`config.mk`:
```
export PLATFORM = sky130hd
export DESIGN_NAME = flash_erase_sequencer
export DESIGN_NICKNAME = d
export VERILOG_FILES = /design/src/pkg/flash_erase_pkg.sv /design/src/flash_erase_sequencer.sv
export VERILOG_INCLUDE_DIRS = /design/src /design/src/pkg
export SDC_FILE = /design/constraint.sdc
export NUM_CORES = 1
export LEC_CHECK = 0
export BUFFER_PORTS_ARGS = -buffer_cell sky130_fd_sc_hd__buf_2
export CAP_MARGIN = 20
export CORE_MARGIN = 2
export CORE_UTILIZATION = 48
export DETAILED_ROUTE_END_ITERATION = 6
export GPL_ROUTABILITY_DRIVEN = 0
export PLACE_DENSITY_LB_ADDON = 0.2
export SETUP_SLACK_MARGIN = 0.3
export SKIP_LAST_GASP = 1
export SYNTH_ARGS = -nofsm -noshare
export SYNTH_HDL_FRONTEND = slang
export SYNTH_SLANG_ARGS = --single-unit
```
`constraint.sdc`:
```
create_clock -name clk_sys_i -period 1.8 [get_ports clk_sys_i]
set_input_delay 0 -clock clk_sys_i [delete_from_list [all_inputs] [get_ports clk_sys_i]]
set_output_delay 0 -clock clk_sys_i [all_outputs]
set_load 0.02 [all_outputs]
```
`src/pkg/flash_erase_defines.svh`:
```
// register map, field positions, reset values and timing counts of the erase sequencer
`ifndef FLASH_ERASE_DEFINES_SVH
`define FLASH_ERASE_DEFINES_SVH

`define FES_OFS_CTRL        8'h00
`define FES_OFS_CLKCFG      8'h04
`define FES_OFS_STATUS      8'h08

`define FES_CTRL_ERASE      0
`define FES_CTRL_MASS       1
`define FES_CTRL_GLOBAL     2
`define FES_CTRL_PROG       3
`define FES_CTRL_BLKPROG    4
`define FES_CTRL_ARRAY      5

`define FES_CLK_SRC_LSB     0
`define FES_CLK_DIV_LSB     8

`define FES_STAT_BUSY       0
`define FES_STAT_LOCK       1
`define FES_STAT_ACCV       2

`define FES_CTRL_RST        6'h00
`define FES_CLK_SRC_RST     2'h1
`define FES_CLK_DIV_RST     6'h00
`define FES_LOCK_RST        1'b1

`define FES_MAIN_SEG_BYTES  512
`define FES_INFO_SEG_SMALL  64
`define FES_INFO_SEG_LARGE  128
`define FES_INFO_BASE       16'h1000
`define FES_MAIN_BASE       16'hf000
`define FES_MAIN_SEGS       8
`define FES_ERASE_FTG_CYCLES 4819

`endif

```
`src/pkg/flash_erase_pkg.sv`:
```
// types shared by the flash erase sequencer
package flash_erase_pkg;
    typedef enum logic [1:0] {
        SRC_AUX,
        SRC_SUB_MAIN,
        SRC_MAIN,
        SRC_RSVD
    } clk_src_e;

    typedef enum logic [1:0] {
        MODE_NONE,
        MODE_SEGMENT,
        MODE_MASS,
        MODE_ALL
    } erase_mode_e;

    typedef enum {
        ST_READ,
        ST_ERASE
    } seq_state_e;

    typedef logic [15:0] flash_addr_t;
endpackage

```
`src/flash_erase_sequencer.sv`:
```
// erase sequencer of an on-chip flash array with wishbone control registers
//
// Local design decisions: the placing of the registers and the Wishbone slave port.
`timescale 1ns/100ps
`include "flash_erase_defines.svh"

module flash_erase_sequencer #(
    parameter int DUAL_ARRAY       = 0,
    parameter int HAS_LOCK         = 1,
    parameter int SMALL_INFO_SEGS  = 1,
    parameter int MAIN_SEGS        = `FES_MAIN_SEGS,
    parameter int ERASE_FTG_CYCLES = `FES_ERASE_FTG_CYCLES
) (
    // clock and reset
    input  wire logic                        clk_sys_i,
    input  wire logic                        rst_i,
    // wishbone slave
    input  wire logic                        wb_cyc_i,
    input  wire logic                        wb_stb_i,
    input  wire logic                        wb_we_i,
    input  wire logic [7:0]                  wb_adr_i,
    input  wire logic [3:0]                  wb_sel_i,
    input  wire logic [31:0]                 wb_dat_i,
    output logic      [31:0]                 wb_dat_o,
    output logic                             wb_ack_o,
    // timing generator clock sources, from other domains
    input  wire logic                        aux_clock_i,
    input  wire logic                        sub_main_clock_i,
    // cpu flash accesses
    input  wire logic                        fa_req_i,
    input  wire logic                        fa_we_i,
    input  wire logic                        fa_from_flash_i,
    input  wire flash_erase_pkg::flash_addr_t fa_addr_i,
    input  wire logic [15:0]                 fa_wdata_i,
    output logic                             cpu_stall_o,
    // flash array side
    output logic                             busy_o,
    output logic                             timing_gen_on_o,
    output logic                             voltage_gen_on_o,
    output logic                             ftg_tick_o,
    output logic      [1:0]                  erase_main_o,
    output logic      [1:0]                  erase_info_o,
    output logic                             erase_seg_o,
    output logic                             erase_seg_array_o,
    output flash_erase_pkg::flash_addr_t     erase_seg_base_o,
    output logic                             arr_prog_o,
    output flash_erase_pkg::flash_addr_t     arr_prog_addr_o,
    output logic      [15:0]                 arr_prog_data_o
);
    import flash_erase_pkg::*;

    localparam int INFO_SEG_BYTES = SMALL_INFO_SEGS != 0 ?
                                    `FES_INFO_SEG_SMALL : `FES_INFO_SEG_LARGE;
    localparam int INFO_SEGS      = SMALL_INFO_SEGS != 0 ? 4 : 2;
    localparam int INFO_BYTES     = INFO_SEGS * INFO_SEG_BYTES;
    localparam int MAIN_BYTES     = MAIN_SEGS * `FES_MAIN_SEG_BYTES;
    localparam logic [16:0] INFO_LO  = {1'b0, `FES_INFO_BASE};
    localparam logic [16:0] INFO_HI  = INFO_LO + 17'(INFO_BYTES);
    localparam logic [16:0] SEGA_HI  = INFO_LO + 17'(INFO_SEG_BYTES);
    localparam logic [16:0] MAIN_LO  = {1'b0, `FES_MAIN_BASE};
    localparam logic [16:0] MAIN_HI  = MAIN_LO + 17'(MAIN_BYTES);
    localparam logic [15:0] MAIN_MSK = ~16'(`FES_MAIN_SEG_BYTES - 1);
    localparam logic [15:0] INFO_MSK = ~16'(INFO_SEG_BYTES - 1);
    localparam logic [15:0] ERASE_LAST = 16'(ERASE_FTG_CYCLES - 1);

    // registers
    logic [5:0]          ctrl_ff;
    clk_src_e            clk_src_ff;
    logic [5:0]          clk_div_ff;
    logic                lock_ff;
    logic                accv_ff;
    logic                busy_ff;
    logic                stall_ff;
    seq_state_e          state_ff;
    logic                ack_ff;
    logic [31:0]         rdata_ff;
    logic [2:0]          aux_sync_ff;
    logic [2:0]          sub_sync_ff;
    logic [5:0]          div_cnt_ff;
    logic                ftg_ff;
    logic [15:0]         erase_cnt_ff;
    logic [1:0]          erase_main_ff;
    logic [1:0]          erase_info_ff;
    logic                erase_seg_ff;
    logic                erase_arr_ff;
    flash_addr_t         seg_base_ff;
    logic                prog_ff;
    flash_addr_t         prog_addr_ff;
    logic [15:0]         prog_data_ff;

    // decode
    logic                wb_req;
    logic                wr_ctrl;
    logic                wr_clk;
    logic                wr_stat;
    logic                lock_eff;
    logic                global_eff;
    logic [1:0]          arr_onehot;
    erase_mode_e         mode;
    logic [16:0]         addr_x;
    logic                in_main;
    logic                in_info;
    logic                in_sega;
    logic                hit;
    logic                trigger;
    logic                prog_req;
    logic                src_tick;
    logic                erase_done;

    assign wb_req  = wb_cyc_i && wb_stb_i && !ack_ff;
    assign wr_ctrl = wb_req && wb_we_i && wb_adr_i == `FES_OFS_CTRL && wb_sel_i[0];
    assign wr_clk  = wb_req && wb_we_i && wb_adr_i == `FES_OFS_CLKCFG;
    assign wr_stat = wb_req && wb_we_i && wb_adr_i == `FES_OFS_STATUS && wb_sel_i[0];

    assign lock_eff   = HAS_LOCK != 0 && lock_ff;
    assign global_eff = DUAL_ARRAY != 0 && ctrl_ff[`FES_CTRL_GLOBAL]
                        && ctrl_ff[`FES_CTRL_MASS];
    assign arr_onehot = (DUAL_ARRAY != 0 && ctrl_ff[`FES_CTRL_ARRAY]) ? 2'h2 : 2'h1;
    assign mode       = erase_mode_e'({ctrl_ff[`FES_CTRL_MASS],
                                       ctrl_ff[`FES_CTRL_ERASE]});

    assign addr_x  = {1'b0, fa_addr_i};
    assign in_main = addr_x >= MAIN_LO && addr_x < MAIN_HI;
    assign in_info = addr_x >= INFO_LO && addr_x < INFO_HI;
    assign in_sega = in_info && addr_x < SEGA_HI;

    // range test of the dummy write for each erase mode
    always_comb begin
        unique case (mode)
            MODE_SEGMENT: hit = in_main || (in_info && !(in_sega && lock_eff));
            MODE_MASS:    hit = in_main;
            MODE_ALL:     hit = in_main || in_info;
            MODE_NONE:    hit = 1'b0;
        endcase
    end

    // misses fall through silently, no flag and no array change
    assign trigger  = fa_req_i && fa_we_i && !busy_ff && hit;
    assign prog_req = fa_req_i && fa_we_i && !busy_ff && mode == MODE_NONE
                      && ctrl_ff[`FES_CTRL_PROG] && (in_main || in_info)
                      && !(in_sega && lock_eff);

    // wishbone handshake, one wait state
    always_ff @(posedge clk_sys_i) begin
        if (rst_i) begin
            ack_ff <= 1'b0;
        end else begin
            ack_ff <= wb_req;
        end
    end

    always_ff @(posedge clk_sys_i) begin
        if (rst_i) begin
            rdata_ff <= 32'h0;
        end else if (wb_req && !wb_we_i) begin
            unique case (wb_adr_i)
                `FES_OFS_CTRL:   rdata_ff <= {26'h0, ctrl_ff};
                `FES_OFS_CLKCFG: rdata_ff <= {18'h0, clk_div_ff, 6'h0, clk_src_ff};
                `FES_OFS_STATUS: rdata_ff <= {29'h0, accv_ff, lock_eff, busy_ff};
                default:         rdata_ff <= 32'h0;
            endcase
        end
    end

    // control selects; software changes are ignored while an erase runs
    always_ff @(posedge clk_sys_i) begin
        if (rst_i) begin
            ctrl_ff <= `FES_CTRL_RST;
        end else if (erase_done) begin
            ctrl_ff[`FES_CTRL_ERASE]  <= 1'b0;
            ctrl_ff[`FES_CTRL_MASS]   <= 1'b0;
            ctrl_ff[`FES_CTRL_GLOBAL] <= 1'b0;
        end else if (wr_ctrl && !busy_ff) begin
            ctrl_ff <= wb_dat_i[5:0];
            if (DUAL_ARRAY == 0) begin
                ctrl_ff[`FES_CTRL_GLOBAL] <= 1'b0;
                ctrl_ff[`FES_CTRL_ARRAY]  <= 1'b0;
            end
        end
    end

    always_ff @(posedge clk_sys_i) begin
        if (rst_i) begin
            clk_src_ff <= clk_src_e'(`FES_CLK_SRC_RST);
            clk_div_ff <= `FES_CLK_DIV_RST;
        end else if (wr_clk && !busy_ff) begin
            if (wb_sel_i[0]) begin
                clk_src_ff <= clk_src_e'(wb_dat_i[`FES_CLK_SRC_LSB +: 2]);
            end
            if (wb_sel_i[1]) begin
                clk_div_ff <= wb_dat_i[`FES_CLK_DIV_LSB +: 6];
            end
        end
    end

    // lock toggles on a written 1
    always_ff @(posedge clk_sys_i) begin
        if (rst_i) begin
            lock_ff <= `FES_LOCK_RST;
        end else if (wr_stat && wb_dat_i[`FES_STAT_LOCK]) begin
            lock_ff <= !lock_ff;
        end
    end

    // access violation: write 1 clears, a new violation wins
    always_ff @(posedge clk_sys_i) begin
        if (rst_i) begin
            accv_ff <= 1'b0;
        end else if (fa_req_i && busy_ff) begin
            accv_ff <= 1'b1;
        end else if (wr_stat && wb_dat_i[`FES_STAT_ACCV]) begin
            accv_ff <= 1'b0;
        end
    end

    // clock sources from other domains: two stages, third only for the edge
    always_ff @(posedge clk_sys_i) begin
        if (rst_i) begin
            aux_sync_ff <= 3'h0;
            sub_sync_ff <= 3'h0;
        end else begin
            aux_sync_ff <= {aux_sync_ff[1:0], aux_clock_i};
            sub_sync_ff <= {sub_sync_ff[1:0], sub_main_clock_i};
        end
    end

    // main clock is the system clock itself, so every cycle is a tick
    always_comb begin
        unique case (clk_src_ff)
            SRC_AUX:      src_tick = aux_sync_ff[1] && !aux_sync_ff[2];
            SRC_SUB_MAIN: src_tick = sub_sync_ff[1] && !sub_sync_ff[2];
            default:      src_tick = 1'b1;
        endcase
    end

    // divider runs only while erasing, generator is off in read mode
    always_ff @(posedge clk_sys_i) begin
        if (rst_i) begin
            div_cnt_ff <= 6'h0;
            ftg_ff     <= 1'b0;
        end else if (!busy_ff || erase_done) begin
            // stop at erase end so no tick leaks into read mode
            div_cnt_ff <= 6'h0;
            ftg_ff     <= 1'b0;
        end else if (src_tick && div_cnt_ff == clk_div_ff) begin
            div_cnt_ff <= 6'h0;
            ftg_ff     <= 1'b1;
        end else begin
            div_cnt_ff <= div_cnt_ff + (src_tick ? 6'h1 : 6'h0);
            ftg_ff     <= 1'b0;
        end
    end

    // fixed length in generator ticks, whatever the array size
    assign erase_done = state_ff == ST_ERASE && ftg_ff && erase_cnt_ff == ERASE_LAST;

    always_ff @(posedge clk_sys_i) begin
        if (rst_i) begin
            erase_cnt_ff <= 16'h0;
        end else if (state_ff == ST_READ || erase_done) begin
            erase_cnt_ff <= 16'h0;
        end else if (ftg_ff) begin
            erase_cnt_ff <= erase_cnt_ff + 16'h1;
        end
    end

    always_ff @(posedge clk_sys_i) begin
        if (rst_i) begin
            state_ff <= ST_READ;
            busy_ff  <= 1'b0;
            stall_ff <= 1'b0;
        end else begin
            unique case (state_ff)
                ST_READ: begin
                    if (trigger) begin
                        state_ff <= ST_ERASE;
                        busy_ff  <= 1'b1;
                        stall_ff <= fa_from_flash_i;
                    end
                end
                ST_ERASE: begin
                    if (erase_done) begin
                        state_ff <= ST_READ;
                        busy_ff  <= 1'b0;
                        stall_ff <= 1'b0;
                    end
                end
            endcase
        end
    end

    // erase targets held for the whole cycle; an erased array reads all ones
    always_ff @(posedge clk_sys_i) begin
        if (rst_i) begin
            erase_main_ff <= 2'h0;
            erase_info_ff <= 2'h0;
            erase_seg_ff  <= 1'b0;
            erase_arr_ff  <= 1'b0;
            seg_base_ff   <= 16'h0;
        end else if (erase_done) begin
            erase_main_ff <= 2'h0;
            erase_info_ff <= 2'h0;
            erase_seg_ff  <= 1'b0;
        end else if (trigger) begin
            erase_arr_ff <= arr_onehot[1];
            if (mode == MODE_SEGMENT) begin
                erase_seg_ff <= 1'b1;
                seg_base_ff  <= fa_addr_i & (in_main ? MAIN_MSK : INFO_MSK);
            end else begin
                erase_main_ff <= global_eff ? 2'h3 : arr_onehot;
                if (mode == MODE_ALL && !lock_eff) begin
                    erase_info_ff <= global_eff ? 2'h3 : arr_onehot;
                end
            end
        end
    end

    // program pass-through; the array only clears bits, never sets them
    always_ff @(posedge clk_sys_i) begin
        if (rst_i) begin
            prog_ff      <= 1'b0;
            prog_addr_ff <= 16'h0;
            prog_data_ff <= 16'hffff;
        end else begin
            prog_ff <= prog_req;
            if (prog_req) begin
                prog_addr_ff <= fa_addr_i;
                prog_data_ff <= fa_wdata_i;
            end
        end
    end

    assign wb_dat_o          = rdata_ff;
    assign wb_ack_o          = ack_ff;
    assign cpu_stall_o       = stall_ff;
    assign busy_o            = busy_ff;
    assign timing_gen_on_o   = busy_ff;
    assign voltage_gen_on_o  = busy_ff;
    assign ftg_tick_o        = ftg_ff;
    assign erase_main_o      = erase_main_ff;
    assign erase_info_o      = erase_info_ff;
    assign erase_seg_o       = erase_seg_ff;
    assign erase_seg_array_o = erase_arr_ff;
    assign erase_seg_base_o  = seg_base_ff;
    assign arr_prog_o        = prog_ff;
    assign arr_prog_addr_o   = prog_addr_ff;
    assign arr_prog_data_o   = prog_data_ff;
endmodule

```
==> flow_summary.toml <==
[clock_tree]
clockRootBuffer = "clkbuf_8"
htree_levels = 3
cts_buffers = 9
clk_pin_slew_ns = 0.11
clock_path_buffers = 2
clkLatencyLatePin_ns = 0.37
clock-sinks = 103
cts_tree = "yes"

[power]
p_seq_frac = 0.578
power_frac_comb = 0.083
finalPower_mw = 3.95
p_sw_mw = 1.01
clkPwrFrac = 0.339
swShare = 0.255
p_int_mw = 2.94
vdd_drop_max_mv = 0.414
cellLeakagePower_nw = 2.57
powerDensity_mw_per_mm2 = 645

[placed_design]
numPortBuffers = 125
post-dp-hpwl_um = 7260

[worst_setup_path]
start_kind = "flip-flop"
path_class = "flip-flop to flip-flop"
crit_fanout = 8
critPathRequiredTime_ns = 2.08
cp-end-kind = "flip-flop"
arrival_ns = 1.90

[logic_synthesis]
synth_area_leaders = "dfxtp_1 48%, nand2_1 7.1%, buf_4 6.1%"
synth_cell_types = 51
ys_seq_area_frac = 0.476
netlist_top_cells_count = "103 x dfxtp_1, 82 x nand2_1, 63 x nor2_1, 35 x buf_4, 34 x nand3_1"
synthMuxAreaShare = 0.0323
yosysTopAreaCellShare = 0.476
synth_simple_gate_area_frac = 0.263
avgSynthCellArea_um2 = 8.74
synth_top_family_by_area = "simple AND/OR/NAND/NOR gates"
synth-edff-count = 0
yosys.area_share.adder = 0.0115
async_flop_share = 0
yosys_register_bits = 103
synth_xor_area_frac = 0.0525
synth.yosys.warnings = 0
syn-instance-count = 496
synth_compound_area_frac = 0.0794
ys.flop_type = "dfxtp_1"
yosysMostFrequentCell = "dfxtp_1"
syn_area_mm2 = 0.00434
yosysTopAreaCell = "dfxtp_1"

[die]
core_area_mm2 = 0.00872
die_h_um = 99.0
start_util = 0.497
die_area_mm2 = 0.00981
row_count = 34
pin_count = 179
die_w_um = 99.0

[cells_and_area]
num_antenna_cells = 0
drive_gt1_frac = 0.341
fin_util = 0.702
nets = 769
syn_to_final_growth_pct = 41.2

[drt]
wl_per_cell_um = 15.3
routed_via_density = 5.21
postRouteAntennaNets = 0
drtPass1Iterations = 5
wl_um = 12100
drtIter0Drc = 186
num_vias = 4124
drcViolationCount = 0

[sta]
setup_viol = 0
final_hold_viol_count = 0
tightest_slew_ns = 0.662
finClkSkew_ns = 0.0178
fmax_ghz = 0.620
timing.slew.headroom = 0.555
fin_setup_tns_ns = 0
rsz0062_at_grt = "yes"
fin_crit_sh = 0.897
maxSlewViolCount = 0
period_needed_ns = 1.61

[grt]
grt_util_all_layers = 0.227
antenna_found_initial = 0
first_global_vias = 3931
grt_max_degree = 34
grt_overflow = 0
grt_pass1_wl_um = 18000

[flow_run]
cap_viol_max_count = 0

[outcome]
status = "finished, final reports clean"

[worst_hold_path]
hp-class = "input port to flip-flop"
==> final cells by class <==
class	count	area (µm²)
sequential	103	2080
inverter	5	18.8
fill	615	2600
clock buffer	9	124
timing repair buffer	194	1380
clock inverter	7	55.1
multi-input combinational	366	2330
tap	108	135
==> flip-flops by register name, indices dropped and copies added, names as in the netlist, 2 cells and up <==
name and cells:
aux_sync_ff 3, arr_prog_data_o 16, erase_cnt_ff 16, clk_src_ff 2, div_cnt_ff 6, arr_prog_addr_o 16, erase_seg_base_o 10, sub_sync_ff 3
ctrl_ff 4, wb_dat_o 11, clk_div_ff 6
==> logic make-up after synthesis <==
group	Yosys count
xor+xnor	26
fa+ha+maj	4
other cells	1
mux	14
compound gates	57
simple gates	234
flops	103
buf+inv	57
==> metal layers <==
metal / routed length (µm) / part of all wire / track usage
met1: 4870 / 0.40 / 0.260
met2: 6000 / 0.50 / 0.384
met3: 764 / 0.063 / 0.0787
met4: 444 / 0.037 / 0.0980
met5: 0 / 0 / 0
==> power groups by stage <==
stage	sequential (mW)	combinational, mW	clock [mW]
floorplan	2.34	0.168	0
global placement	2.34	0.216	0
detailed placement	2.34	0.217	0
CTS	2.28	0.301	1.37
global route	2.28	0.348	1.47
finish	2.28	0.328	1.34
==> path summary, 6_finish.rpt <==
kind         slack [ns]      startpoint  cells past startpoint             endpoint
max                0.19          busy_o                      7  arr_prog_addr_o[10]
min                0.03        wb_cyc_i                      4             wb_ack_o
max reg2reg        0.19          busy_o                      7  arr_prog_addr_o[10]
min reg2reg        0.45  aux_sync_ff[0]                      1       aux_sync_ff[1]
==> cells in the final DEF, fill, tap and decap left out, drive strengths merged, types with 11 or more instances in the layout <==
cell type	n
a21oi	26
buf	145
clkbuf	12
nand3	34
nand2	83
dfxtp	103
mux2i	14
nor2	63
dlygate4sd3	46
xor2	18
conb	30
o21ai	11
nor2b	11
nand4	12
==> metrics by stage <==
| step | setup slack, ns | hold slack (ns) | cells | area (µm²) |
|---|---|---|---|---|
| floorplan | 0.149 | 0.124 | 525 | 4450 |
| global placement | 0.138 | 0.206 | 717 | 4980 |
| detailed placement | 0.0902 | 0.210 | 717 | 4980 |
| CTS | 0.122 | 0.00616 | 786 | 5790 |
| global route | 0.161 | 0.0141 | 792 | 6120 |
| finish | 0.186 | 0.0279 | 792 | 6120 |
==> what timing repair did <==
| item | CTS | global route |
|---|---|---|
| pin swaps | 20 | 29 |
| hold buffers | 46 | 0 |
| setup endpoints to repair | 86 | 85 |
| setup buffers | 5 | 3 |
| endpoints found under the hold margin | 57 | 0 |
| resized for setup | 30 | 56 |
| gates cloned | 2 | 3 |
==> worst max-delay path, cell delays in order (launching register included) <==
cell and delay [ns]:
dfxtp_4 0.36, and3b_2 0.30, nand3_2 0.11, buf_6 0.13
nor2_4 0.21, buf_12 0.18, nand2_1 0.07, a21oi_1 0.16
Power figures use the tool's default switching activity.
